[src/logic/mmcs_pkg.sv]
// Constants for the MAC mode control and status block
// Overview of operation
// - Received pause frames pause transmit only when obeyed
// - Half duplex back-pressure forces collisions on trigger
// - Full duplex back-pressure sends pause frames on trigger
// - Back-pressure disabled means no collisions, no pause frames sent and no receive flow status
// - Loopback forces internal loop and full duplex
// - High-rate mode forces full duplex
// - Duplex bit chooses half or full otherwise
// - Idle bit reads 0 in reset, after it 1 when engine quiet and idle requested or media not released
// - Transmit fault code: 0 none, 1 start, 2 ownership
// - Flagged host fault holds until hardware reset
// - Zero packet length is never flagged
// - Idle request bit answered through idle status
// - Fault channel field clears on status read unless a fault is captured in that cycle
`default_nettype none
package mmcs_pkg;
   // Register map, byte offsets
   localparam logic [7:0] CTRL_OFFSET = 8'h00;
   localparam logic [7:0] STATUS_OFFSET = 8'h04;
   // Control field positions
   localparam int CTRL_FULL_DUPLEX_BIT = 0;
   localparam int CTRL_LOOPBACK_BIT = 1;
   localparam int CTRL_BUF_FLOW_BIT = 3;
   localparam int CTRL_TX_FLOW_BIT = 4;
   localparam int CTRL_MEDIA_REL_BIT = 5;
   localparam int CTRL_HIGH_RATE_BIT = 7;
   localparam int CTRL_CMD_IDLE_BIT = 11;
   // Writable control bits and reset value
   localparam logic [31:0] CTRL_WRITE_MASK = 32'h0000_08bb;
   localparam logic [31:0] CTRL_RESET = 32'h0000_0000;
   // Status field positions
   localparam int ST_IDLE_BIT = 31;
   localparam int ST_CODE_LSB = 20;
   localparam int ST_CHAN_LSB = 16;
   localparam int ST_PIN_RATE_BIT = 4;
   localparam int ST_PIN_DUPLEX_BIT = 3;
   localparam int ST_QOS_BIT = 2;
   localparam int ST_RX_PAUSE_BIT = 1;
   localparam int ST_TX_PAUSE_BIT = 0;
   // Transmit host fault codes
   localparam logic [3:0] FAULT_NONE = 4'h0;
   localparam logic [3:0] FAULT_SOP_MISSING = 4'h1;
   localparam logic [3:0] FAULT_OWNER_CLEAR = 4'h2;
   localparam logic [2:0] CHAN_RESET = 3'h0;
   // Timing: pause quantum is 512 bit times at 100 Mbit/s
   localparam int CLK_PERIOD_NS = 50;
   localparam int PAUSE_QUANTUM_NS = 5120;
   localparam int PAUSE_QUANTUM_CYCLES = (PAUSE_QUANTUM_NS / CLK_PERIOD_NS < 1) ? 1 :
      PAUSE_QUANTUM_NS / CLK_PERIOD_NS;
   localparam int QDIV_W = 7;
   localparam logic [QDIV_W-1:0] QDIV_LAST = QDIV_W'(PAUSE_QUANTUM_CYCLES - 1);
   localparam int QUANTA_W = 16;
endpackage
`default_nettype wire

[src/logic/mmcs_fault_if.sv]
// Interface between the register side and the transmit fault capture
`default_nettype none
interface mmcs_fault_if;
   logic sop_missing; // Start flag missing on first buffer
   logic owner_clear; // Ownership flag clear in start buffer
   logic zero_len; // Zero packet length seen
   logic [2:0] chan_in; // Channel of the event
   logic read_clear; // Status register read
   logic [3:0] code; // Held fault code
   logic [2:0] chan; // Held fault channel
   modport reporter (output sop_missing, owner_clear, zero_len, chan_in, read_clear, input code, chan);
   modport capture (input sop_missing, owner_clear, zero_len, chan_in, read_clear, output code, chan);
endinterface
`default_nettype wire

[src/logic/mmcs_fault_capture.sv]
// Sticky capture of the transmit host fault code and channel
`default_nettype none
module mmcs_fault_capture (
   input wire logic mclk_i,
   input wire logic rst_n_i,
   mmcs_fault_if.capture flt
);
   logic take; // First fault since reset

   // Only the first reportable fault is taken; zero length never is
   assign take = (flt.code == mmcs_pkg::FAULT_NONE) && (flt.sop_missing || flt.owner_clear);

   // Code stays until hardware reset
   always_ff @(posedge mclk_i or negedge rst_n_i) begin
      if (!rst_n_i) begin
         flt.code <= mmcs_pkg::FAULT_NONE;
      end else if (take) begin
         flt.code <= flt.sop_missing ? mmcs_pkg::FAULT_SOP_MISSING : mmcs_pkg::FAULT_OWNER_CLEAR;
      end
   end

   // Channel clears on read, but a capture in the same cycle wins
   always_ff @(posedge mclk_i or negedge rst_n_i) begin
      if (!rst_n_i) begin
         flt.chan <= mmcs_pkg::CHAN_RESET;
      end else if (take) begin
         flt.chan <= flt.chan_in;
      end else if (flt.read_clear) begin
         flt.chan <= mmcs_pkg::CHAN_RESET;
      end
   end

   // Held code never changes once set
   property p_code_sticky;
      @(posedge mclk_i) disable iff (!rst_n_i)
      (flt.code != mmcs_pkg::FAULT_NONE) |=> $stable(flt.code);
   endproperty
   a_code_sticky: assert property (p_code_sticky) else $error("fault code changed");

   // Zero length alone leaves the code clear
   property p_zero_len_silent;
      @(posedge mclk_i) disable iff (!rst_n_i)
      (flt.code == mmcs_pkg::FAULT_NONE) && flt.zero_len && !flt.sop_missing && !flt.owner_clear
      |=> (flt.code == mmcs_pkg::FAULT_NONE);
   endproperty
   a_zero_len_silent: assert property (p_zero_len_silent) else $error("zero length flagged");

   // Start-flag fault reported as code 1
   property p_sop_code;
      @(posedge mclk_i) disable iff (!rst_n_i)
      take && flt.sop_missing |=> (flt.code == 4'h1) && (flt.chan == $past(flt.chan_in));
   endproperty
   a_sop_code: assert property (p_sop_code) else $error("start fault code wrong");

   c_fault: cover property (@(posedge mclk_i) disable iff (!rst_n_i) take);
endmodule
`default_nettype wire

[src/logic/mmcs_pause_timer.sv]
// Pause timer loaded from received pause frames, counts quanta
`default_nettype none
module mmcs_pause_timer (
   input wire logic mclk_i,
   input wire logic rst_n_i,
   input wire logic load_i,
   input wire logic [mmcs_pkg::QUANTA_W-1:0] quanta_i,
   input wire logic tick_i,
   output logic active_o
);
   logic [mmcs_pkg::QUANTA_W-1:0] remain; // Quanta still to wait

   // Load wins over the count down; zero quanta ends a pause early
   always_ff @(posedge mclk_i or negedge rst_n_i) begin
      if (!rst_n_i) begin
         remain <= '0;
      end else if (load_i) begin
         remain <= quanta_i;
      end else if (tick_i && (remain != '0)) begin
         remain <= remain - 1'b1;
      end
   end

   assign active_o = (remain != '0);
endmodule
`default_nettype wire

[src/logic/mmcs_top.sv]
// Top of the MAC mode control and status block
//
// Implementation choices: the register offsets and the strobed register port.
`default_nettype none
module mmcs_top (
   input wire logic mclk_i,
   input wire logic rst_n_i,
   // Register port
   input wire logic [7:0] reg_addr_i,
   input wire logic [31:0] reg_wdata_i,
   input wire logic reg_wr_i,
   input wire logic reg_rd_i,
   output logic [31:0] reg_rdata_o,
   // Receive side events
   input wire logic rx_pause_valid_i,
   input wire logic [15:0] rx_pause_quanta_i,
   input wire logic rx_buf_flow_trig_i,
   input wire logic rx_flow_trig_i,
   input wire logic rx_qos_flow_i,
   // Transmit DMA events
   input wire logic engine_busy_i,
   input wire logic tx_sop_missing_i,
   input wire logic tx_owner_clear_i,
   input wire logic tx_zero_len_i,
   input wire logic [2:0] tx_fault_chan_i,
   // External indication pins
   input wire logic pin_two_way_state_i,
   input wire logic pin_high_rate_state_i,
   // Mode outputs
   output logic full_duplex_o,
   output logic loopback_o,
   output logic high_rate_mode_o,
   output logic media_release_o,
   output logic idle_request_o,
   // Flow control actions and host fault flag
   output logic tx_hold_o,
   output logic force_collision_o,
   output logic send_pause_o,
   output logic host_fault_pending_o
);
   // Control register and decoded fields
   logic [31:0] ctrl; // Mode control register
   logic ctrl_full; // Duplex select bit
   logic ctrl_loop; // Loopback bit
   logic buf_flow_en; // Receive back-pressure enable
   logic tx_flow_en; // Obey received pause frames
   logic ctrl_high; // High-rate mode bit
   logic cmd_idle; // Idle request bit

   // Status state
   logic idle_flag; // Idle report
   logic rx_pause_active; // Receive flow control applied
   logic rx_qos_flow_active; // Receive QoS flow applied
   logic tx_pause_active; // Transmitter paused
   logic [1:0] pin_meta; // First synchroniser stage
   logic [1:0] pin_sync; // Second synchroniser stage
   logic [31:0] status_word; // Assembled status word

   // Flow control helpers
   logic flow_trig_q; // Last flow trigger level
   logic pause_load; // Accept a received pause frame
   logic [mmcs_pkg::QDIV_W-1:0] qdiv; // Quantum divider
   logic quantum_tick; // One pulse per pause quantum

   // Register access helpers
   logic wr_ctrl; // Control write this cycle
   logic rd_status; // Status read this cycle

   mmcs_fault_if flt ();

   // Field decode of the control register
   assign ctrl_full = ctrl[mmcs_pkg::CTRL_FULL_DUPLEX_BIT];
   assign ctrl_loop = ctrl[mmcs_pkg::CTRL_LOOPBACK_BIT];
   assign buf_flow_en = ctrl[mmcs_pkg::CTRL_BUF_FLOW_BIT];
   assign tx_flow_en = ctrl[mmcs_pkg::CTRL_TX_FLOW_BIT];
   assign ctrl_high = ctrl[mmcs_pkg::CTRL_HIGH_RATE_BIT];
   assign cmd_idle = ctrl[mmcs_pkg::CTRL_CMD_IDLE_BIT];

   // Strobe decode
   assign wr_ctrl = reg_wr_i && (reg_addr_i == mmcs_pkg::CTRL_OFFSET);
   assign rd_status = reg_rd_i && (reg_addr_i == mmcs_pkg::STATUS_OFFSET);

   // Control register write; reserved bits stay zero
   always_ff @(posedge mclk_i or negedge rst_n_i) begin
      if (!rst_n_i) begin
         ctrl <= mmcs_pkg::CTRL_RESET;
      end else if (wr_ctrl) begin
         ctrl <= reg_wdata_i & mmcs_pkg::CTRL_WRITE_MASK;
      end
   end

   // Mode outputs straight from control flops
   assign loopback_o = ctrl_loop;
   assign high_rate_mode_o = ctrl_high;
   assign media_release_o = ctrl[mmcs_pkg::CTRL_MEDIA_REL_BIT];
   assign idle_request_o = cmd_idle;

   // Effective duplex: loopback or high rate force full
   always_ff @(posedge mclk_i or negedge rst_n_i) begin
      if (!rst_n_i) begin
         full_duplex_o <= 1'b0;
      end else if (ctrl_loop || ctrl_high) begin
         full_duplex_o <= 1'b1;
      end else begin
         full_duplex_o <= ctrl_full;
      end
   end

   // Pin synchronisers, first stage read only by the second
   always_ff @(posedge mclk_i or negedge rst_n_i) begin
      if (!rst_n_i) begin
         pin_meta <= 2'h0;
         pin_sync <= 2'h0;
      end else begin
         pin_meta <= {pin_high_rate_state_i, pin_two_way_state_i};
         pin_sync <= pin_meta;
      end
   end

   // Quantum divider, free running one-cycle enable
   always_ff @(posedge mclk_i or negedge rst_n_i) begin
      if (!rst_n_i) begin
         qdiv <= '0;
      end else if (qdiv == mmcs_pkg::QDIV_LAST) begin
         qdiv <= '0;
      end else begin
         qdiv <= qdiv + 1'b1;
      end
   end
   assign quantum_tick = (qdiv == mmcs_pkg::QDIV_LAST);

   // Pause frames act only in full duplex with obey enabled
   assign pause_load = rx_pause_valid_i && tx_flow_en && full_duplex_o;

   // Transmit pause timer
   mmcs_pause_timer u_pause (
      .mclk_i(mclk_i),
      .rst_n_i(rst_n_i),
      .load_i(pause_load),
      .quanta_i(rx_pause_quanta_i),
      .tick_i(quantum_tick),
      .active_o(tx_pause_active)
   );
   assign tx_hold_o = tx_pause_active;

   // Forced collisions in half duplex under back-pressure
   always_ff @(posedge mclk_i or negedge rst_n_i) begin
      if (!rst_n_i) begin
         force_collision_o <= 1'b0;
      end else begin
         force_collision_o <= buf_flow_en && !full_duplex_o && rx_buf_flow_trig_i;
      end
   end

   // Outgoing pause frame request on each new trigger in full duplex with back-pressure on
   always_ff @(posedge mclk_i or negedge rst_n_i) begin
      if (!rst_n_i) begin
         flow_trig_q <= 1'b0;
         send_pause_o <= 1'b0;
      end else begin
         flow_trig_q <= rx_flow_trig_i;
         send_pause_o <= buf_flow_en && full_duplex_o && rx_flow_trig_i && !flow_trig_q;
      end
   end

   // Flow activity status flags
   always_ff @(posedge mclk_i or negedge rst_n_i) begin
      if (!rst_n_i) begin
         rx_pause_active <= 1'b0;
         rx_qos_flow_active <= 1'b0;
      end else begin
         rx_pause_active <= buf_flow_en && (rx_buf_flow_trig_i || rx_flow_trig_i);
         rx_qos_flow_active <= buf_flow_en && rx_qos_flow_i;
      end
   end

   // Idle report: 0 in reset, 1 the cycle after when engine quiet and idle requested or media not released
   always_ff @(posedge mclk_i or negedge rst_n_i) begin
      if (!rst_n_i) begin
         idle_flag <= 1'b0;
      end else begin
         idle_flag <= !engine_busy_i && (cmd_idle || !media_release_o);
      end
   end

   // Fault capture hookup
   assign flt.sop_missing = tx_sop_missing_i;
   assign flt.owner_clear = tx_owner_clear_i;
   assign flt.zero_len = tx_zero_len_i;
   assign flt.chan_in = tx_fault_chan_i;
   assign flt.read_clear = rd_status;

   mmcs_fault_capture u_fault (
      .mclk_i(mclk_i),
      .rst_n_i(rst_n_i),
      .flt(flt)
   );
   assign host_fault_pending_o = (flt.code != mmcs_pkg::FAULT_NONE);

   // Status word assembly; reserved bits read zero
   always_comb begin
      status_word = 32'h0000_0000;
      status_word[mmcs_pkg::ST_IDLE_BIT] = idle_flag;
      status_word[mmcs_pkg::ST_CODE_LSB +: 4] = flt.code;
      status_word[mmcs_pkg::ST_CHAN_LSB +: 3] = flt.chan;
      status_word[mmcs_pkg::ST_PIN_RATE_BIT] = pin_sync[1];
      status_word[mmcs_pkg::ST_PIN_DUPLEX_BIT] = pin_sync[0];
      status_word[mmcs_pkg::ST_QOS_BIT] = rx_qos_flow_active;
      status_word[mmcs_pkg::ST_RX_PAUSE_BIT] = rx_pause_active;
      status_word[mmcs_pkg::ST_TX_PAUSE_BIT] = tx_pause_active;
   end

   // Read data, valid in the cycle after the strobe only
   always_ff @(posedge mclk_i or negedge rst_n_i) begin
      if (!rst_n_i) begin
         reg_rdata_o <= 32'h0000_0000;
      end else if (reg_rd_i) begin
         case (reg_addr_i)
            mmcs_pkg::CTRL_OFFSET: begin
               reg_rdata_o <= ctrl;
            end
            mmcs_pkg::STATUS_OFFSET: begin
               reg_rdata_o <= status_word;
            end
            default: begin
               reg_rdata_o <= 32'h0000_0000;
            end
         endcase
      end else begin
         reg_rdata_o <= 32'h0000_0000;
      end
   end

   // Checks follow

   // Transmit pause starts only from an obeyed pause frame
   property p_pause_obey;
      @(posedge mclk_i) disable iff (!rst_n_i)
      $rose(tx_hold_o) |-> $past(rx_pause_valid_i && tx_flow_en && full_duplex_o);
   endproperty
   a_pause_obey: assert property (p_pause_obey) else $error("pause without obey");

   // Half duplex back-pressure raises a collision next cycle
   property p_force_col;
      @(posedge mclk_i) disable iff (!rst_n_i)
      buf_flow_en && !full_duplex_o && rx_buf_flow_trig_i |=> force_collision_o;
   endproperty
   a_force_col: assert property (p_force_col) else $error("collision missing");

   // Pause frame sent only in full duplex with back-pressure on
   property p_send_pause;
      @(posedge mclk_i) disable iff (!rst_n_i)
      send_pause_o |-> $past(buf_flow_en && full_duplex_o && rx_flow_trig_i);
   endproperty
   a_send_pause: assert property (p_send_pause) else $error("stray pause frame");

   // No flow action with back-pressure off
   property p_no_flow;
      @(posedge mclk_i) disable iff (!rst_n_i)
      !buf_flow_en |=> !force_collision_o && !send_pause_o && !rx_pause_active;
   endproperty
   a_no_flow: assert property (p_no_flow) else $error("flow control while off");

   // Loopback forces full duplex
   property p_loop_full;
      @(posedge mclk_i) disable iff (!rst_n_i)
      ctrl_loop |-> loopback_o ##1 full_duplex_o;
   endproperty
   a_loop_full: assert property (p_loop_full) else $error("loopback not full duplex");

   // High rate forces full duplex
   property p_high_full;
      @(posedge mclk_i) disable iff (!rst_n_i)
      ctrl_high |=> full_duplex_o;
   endproperty
   a_high_full: assert property (p_high_full) else $error("high rate not full duplex");

   // Otherwise the duplex bit decides
   property p_duplex_bit;
      @(posedge mclk_i) disable iff (!rst_n_i)
      !ctrl_loop && !ctrl_high |=> (full_duplex_o == $past(ctrl_full));
   endproperty
   a_duplex_bit: assert property (p_duplex_bit) else $error("duplex select ignored");

   // Status read clears the channel unless a fault is taken
   property p_chan_clear;
      @(posedge mclk_i) disable iff (!rst_n_i)
      rd_status && (flt.code != mmcs_pkg::FAULT_NONE) |=> (flt.chan == 3'h0);
   endproperty
   a_chan_clear: assert property (p_chan_clear) else $error("channel not cleared");

   // Read data returns the status word one cycle later
   property p_status_read;
      @(posedge mclk_i) disable iff (!rst_n_i)
      rd_status |=> (reg_rdata_o[31] == $past(idle_flag)) && (reg_rdata_o[23:20] == $past(flt.code));
   endproperty
   a_status_read: assert property (p_status_read) else $error("status read wrong");

   c_pause: cover property (@(posedge mclk_i) disable iff (!rst_n_i) $fell(tx_hold_o));
   c_collision: cover property (@(posedge mclk_i) disable iff (!rst_n_i) force_collision_o);
   c_send: cover property (@(posedge mclk_i) disable iff (!rst_n_i) send_pause_o ##1 !send_pause_o);
   c_loop: cover property (@(posedge mclk_i) disable iff (!rst_n_i) ctrl_loop && full_duplex_o);
endmodule
`default_nettype wire

[config.mk]
export PLATFORM = sky130hd
export DESIGN_NAME = mmcs_top
export DESIGN_NICKNAME = d
export VERILOG_FILES = /design/src/logic/mmcs_pkg.sv /design/src/logic/mmcs_fault_if.sv /design/src/logic/mmcs_fault_capture.sv /design/src/logic/mmcs_pause_timer.sv /design/src/logic/mmcs_top.sv
export SDC_FILE = /design/constraint.sdc
export NUM_CORES = 1
export LEC_CHECK = 0
export ABC_CLOCK_PERIOD_IN_PS = 2500
export BUFFER_PORTS_ARGS = -buffer_cell sky130_fd_sc_hd__buf_4
export CAP_MARGIN = 20
export CORE_MARGIN = 1
export CORE_UTILIZATION = 43
export DETAILED_ROUTE_END_ITERATION = 6
export PLACE_DENSITY = 0.8
export SLEW_MARGIN = 20
export SYNTH_ARGS = -nofsm -noshare
export SYNTH_HDL_FRONTEND = slang
export SYNTH_SLANG_ARGS = --single-unit
[constraint.sdc]
create_clock -name mclk_i -period 2.5 [get_ports mclk_i]
set_clock_uncertainty 0.05 [all_clocks]
set_input_delay 0 -clock mclk_i [delete_from_list [all_inputs] [get_ports mclk_i]]
set_output_delay 0 -clock mclk_i [all_outputs]
set_load 0.03 [all_outputs]
==> results.md <==
Power:
- For this design the total switching power over the nets is 0.520 mW.
- The share of power burned in combinational logic is 10.9%.
- Cell internal power was estimated by the tool at 1.61 mW.
- The power share of the clock group is 39.9%.
- In this run switching power makes up 24.4% of total power.
- VDD sags by at most 0.000382 V.
- Dividing total power by cell area gives a power density of 562 nW/um2.
- The static leakage is 1.78 nW.
- Registers are responsible for 49.2% of the overall power.

Min path:
- In this run the most critical hold path is launched from tx_owner_clear_i.
- Along the worst hold path, the cell count comes to 5.
- The path with the worst hold slack has its endpoint at u_fault.flt.chan[2].
- In this run the worst hold path is classified as input pin to flip-flop.

Global routing:
- The maximum number of pins on one net before global-route repair is 61.
- For this run, the total global-route usage over all layers was measured as 19.8%.
- The number of global-route vias before repair was 2,087.
- The initial antenna violation count is 0.
- The first global-routing pass estimated 9.69 mm of wire.
- The overall overflow remaining after global route is 0.

Setup path:
- The critical path goes through inv_1, ha_1, nor4b_1, and4_1, inv_1, buf_4.
- The capture point of the worst reg-to-reg path is u_pause.remain[0].
- Counting stages on the worst path, the most repeated cell is sky130_fd_sc_hd__inv_1.
- The data required time at the worst endpoint is 2.45 ns.
- The number of buffers and inverters on the critical path is 3.
- The largest stage delay on the critical path is 0.38 ns.
- Data arrives at the worst endpoint at 1.99 ns.
- STA classifies the critical path endpoint as a primary output.
- Setup slack on the worst reg-to-reg path comes out at 0.51 ns.
- For the worst flop-to-flop path, the logic depth is 8.
- Broken down by cell family, the worst path's largest delay share belongs to simple AND/OR/NAND/NOR gates.
- The critical path depth is 6.
- The reg-to-reg startpoint is u_pause.remain[0].
- Among all stages on the critical path, the largest delay is contributed by sky130_fd_sc_hd__dfrtp_1.
- The critical path is of the flip-flop to primary output type.
- The maximum net fanout on the critical path is 5.
- The worst setup path is launched from a flip-flop.

Final layout:
- The proportion of layout cells with a drive suffix above 1 is 27.3%.
- The count of fill cells added during filler insertion is 495.
- Relative to the synthesized area, the layout overhead comes to 38.7%.
- 0 antenna diodes ended up in the layout.
- The final non-filler cell area is 3800 um2.
- After the last flow step, the layout net total stands at 441.

Placement:
- Detailed placement ended at an HPWL of 3.90 mm.
- The minimum setup slack after placement is 0.512 ns.
- The final weighted congestion of routability-driven global placement is 0.827.
- The port buffer count is 69.
- The placed instances occupy a cell area of 3250 um2.

CTS:
- In this run the deepest clock path goes through 2 buffers.
- The TritonCTS clock tree is done.
- The total setup buffers inserted after CTS is 0.
- In this run the number of H-tree levels came out at 3.
- The number of clock sinks is 60.
- The CTS root buffer is sky130_fd_sc_hd__clkbuf_8.
- The clock latency reported for the late side of the worst-skew pair is 0.33 ns.
- The total CTS buffers is 9.
- The clock-pin slew on the worst setup and hold paths is 0.07 ns.

STA:
- The pin slew with the least headroom to its limit is 0.727 ns.
- The count of endpoints failing setup in the final report is 0.
- The smallest clock period supported by the final layout is computed as 2.04 ns.
- Setup repair after global routing left no endpoint under its margin.
- The worst setup margin is 0.465 ns.
- The max-slew violation count is 0.
- The number of failing hold endpoints at the final stage is 0.
- Across all hold checks on the routed design, the worst slack comes to 0.0351 ns.
- Adding up every negative setup slack in the final design gives 0 ns.
- The highest clock rate is 491 MHz.
- Headroom to the max-slew limit came out at 51.5%.
- Of the available clock period, the critical path in the final layout requires 81.4%.

Synthesis:
- Counting distinct cell types in the post-synthesis netlist gives 46.
- A synthesized cell averages 10.7 um2.
- For this run, the number of Yosys warnings is 0.
- The biggest area consumer among synthesized cells is sky130_fd_sc_hd__dfrtp_1.
- In the post-synthesis netlist, the biggest area contributors are sky130_fd_sc_hd__dfrtp_1 55%, sky130_fd_sc_hd__buf_4 4.9%, sky130_fd_sc_hd__nor2_1 3.6%.
- The proportion of synthesized chip area in sequential cells is 54.8%.
- In the synthesized netlist the dominant register cell turns out to be sky130_fd_sc_hd__dfrtp_1.
- The number of instances in the synthesized netlist is 256.
- The count of flip-flops with a built-in enable after synthesis is 0.
- Of all flip-flops after synthesis, the portion carrying an async set or reset was 100%.
- The area of the mapped netlist is 2740 um2.
- After synthesis the netlist holds a flip-flop and latch count of 60.
- The fraction of post-synthesis cell area in the top cell type by area is 54.8%.

Route:
- The count of routing violations after the opening detailed-route iteration is 111.
- The routed design has 5.84 mm of wire.
- The detailed router placed 2,115 vias in this run.
- Once detail routing completed, the nets flagged for antenna violations numbered 0.
- For this run, design rule violations remaining after detail routing come to 0.
- The first TritonRoute pass finished after 4 iterations.
- The number of vias per cell is 4.75.
- The routed length per placed instance is 13.1 um.

Status:
- The run finished with clean final reports.

Floorplan:
- The number of top-level pins is 114.
- The floorplan die area is 6690 um2.
- In this run the core area contains 28 standard-cell rows.
- In this run the horizontal extent of the chip is 81.8 um.
- The effective utilization at floorplan is 45.4%.
- The core box area is 6030 um2.
- The height of the chip is 81.8 um.

Job:
- The max-capacitance violation count is 0.
## power by group through the flow
| stage | combinational (mW) | sequential, mW | clock, mW |
|---|---|---|---|
| detailed placement | 0.189 | 1.07 | 0 |
| global route | 0.255 | 1.06 | 0.924 |
| CTS | 0.233 | 1.05 | 0.871 |
| floorplan | 0.107 | 1.07 | 0 |
| global placement | 0.185 | 1.06 | 0 |
| finish | 0.232 | 1.05 | 0.853 |
## state kept, by name (all words and copies together) (netlist names), 2 cells and up
register	cells
ctrl	7
pin_meta	2
pin_sync	2
qdiv	7
reg_rdata_o	14
u_fault.flt.chan	3
u_fault.flt.code	2
u_pause.remain	16
## layer usage
| metal | global-route usage (%) | wire length, um | up-vias |
|---|---|---|---|
| li1 | - | - | 1060 |
| met1 | 23.9 | 2490 | 1002 |
| met2 | 33.2 | 3090 | 44 |
| met3 | 3.78 | 173 | 9 |
| met4 | 10.7 | 82 | 0 |
| met5 | 0 | 0 | - |
## cells in the mapped netlist, drive strengths merged, types with 3 or more instances
cell type  number
dfrtp          60
nor2           26
nand2          23
buf            19
o21ai          17
and2           11
nand3           9
nor3            9
xnor2           8
a21oi           7
inv             7
mux2            7
mux2i           7
nor4            6
clkbuf          4
xor2            4
ha              3
## cells by family (layout without fill, tap and decap cells)
logic type,after synthesis,in the layout,synth area share [%]
xor gates and xnor gates,12,12,3.84
adders and majority gates,3,3,1.37
other,1,18,0.137
buffers and inverters,30,127,6.86
muxes,14,14,5.44
AOI/OAI and AO/OA,31,31,6.31
DFF,60,60,54.8
and+or+nand+nor,105,105,21.2
## cell type report
class | instances | area [um2] | area share, %
inverters | 7 | 26.3 | 0.692
flip-flops and latches | 60 | 1500 | 39.6
well taps | 75 | 93.8 | 2.47
repair buffers | 104 | 868 | 22.9
multi-input cells | 183 | 1110 | 29.3
clock inverters | 4 | 48.8 | 1.29
clock buffers | 12 | 145 | 3.82
## worst max-delay path by stage
stage	from	end	slack [ns]
after detailed placement	u_pause.remain[4]	u_pause.remain[15]	0.51
after global placement	u_pause.remain[5]	u_pause.remain[10]	0.52
after CTS	u_pause.remain[0]	tx_hold_o	0.45
final	u_pause.remain[0]	tx_hold_o	0.46
after global routing	u_pause.remain[0]	u_pause.remain[0]	0.21
after floorplan	u_pause.remain[0]	u_pause.remain[0]	0.62
## layout by cell type, fill, tap and decap left out, types with 7 or more instances in the layout
master                          instances
sky130_fd_sc_hd__clkbuf_8              10
sky130_fd_sc_hd__buf_4                 69
sky130_fd_sc_hd__dfrtp_1               60
sky130_fd_sc_hd__nor3_1                 9
sky130_fd_sc_hd__a21oi_1                7
sky130_fd_sc_hd__inv_1                  7
sky130_fd_sc_hd__mux2_2                 7
sky130_fd_sc_hd__o21ai_0               15
sky130_fd_sc_hd__nand3_1                9
sky130_fd_sc_hd__xnor2_1                8
sky130_fd_sc_hd__mux2i_1                7
sky130_fd_sc_hd__nand2_1               22
sky130_fd_sc_hd__conb_1                18
sky130_fd_sc_hd__and2_1                 9
sky130_fd_sc_hd__dlygate4sd3_1         35
sky130_fd_sc_hd__nor2_1                26
## worst reg2reg max path, cell delays in order, from the launching register on
cell	delay [ns]
sky130_fd_sc_hd__dfrtp_1	0.38
sky130_fd_sc_hd__inv_1	0.09
sky130_fd_sc_hd__ha_1	0.20
sky130_fd_sc_hd__nor4b_1	0.34
sky130_fd_sc_hd__and4_1	0.35
sky130_fd_sc_hd__inv_1	0.11
sky130_fd_sc_hd__nand2_1	0.12
sky130_fd_sc_hd__xnor2_1	0.12
sky130_fd_sc_hd__o21ai_0	0.08
## stage by stage
stage	total power [mW]	cells	utilization (%)
after floorplan	1.18	273	-
after global placement	1.25	394	54.0
after detailed placement	1.26	394	54.0
after CTS	2.15	445	63.0
after global routing	2.24	445	63.0
final	2.14	445	63.0
## timing repair
action | 4_1_cts | 5_1_grt
hold buffers | 35 | 0
gates resized for setup | 0 | 0
hold endpoints to repair | 102 | 0
setup endpoints to repair | 0 | 0
No activity file was read; power rests on OpenSTA's default activity.
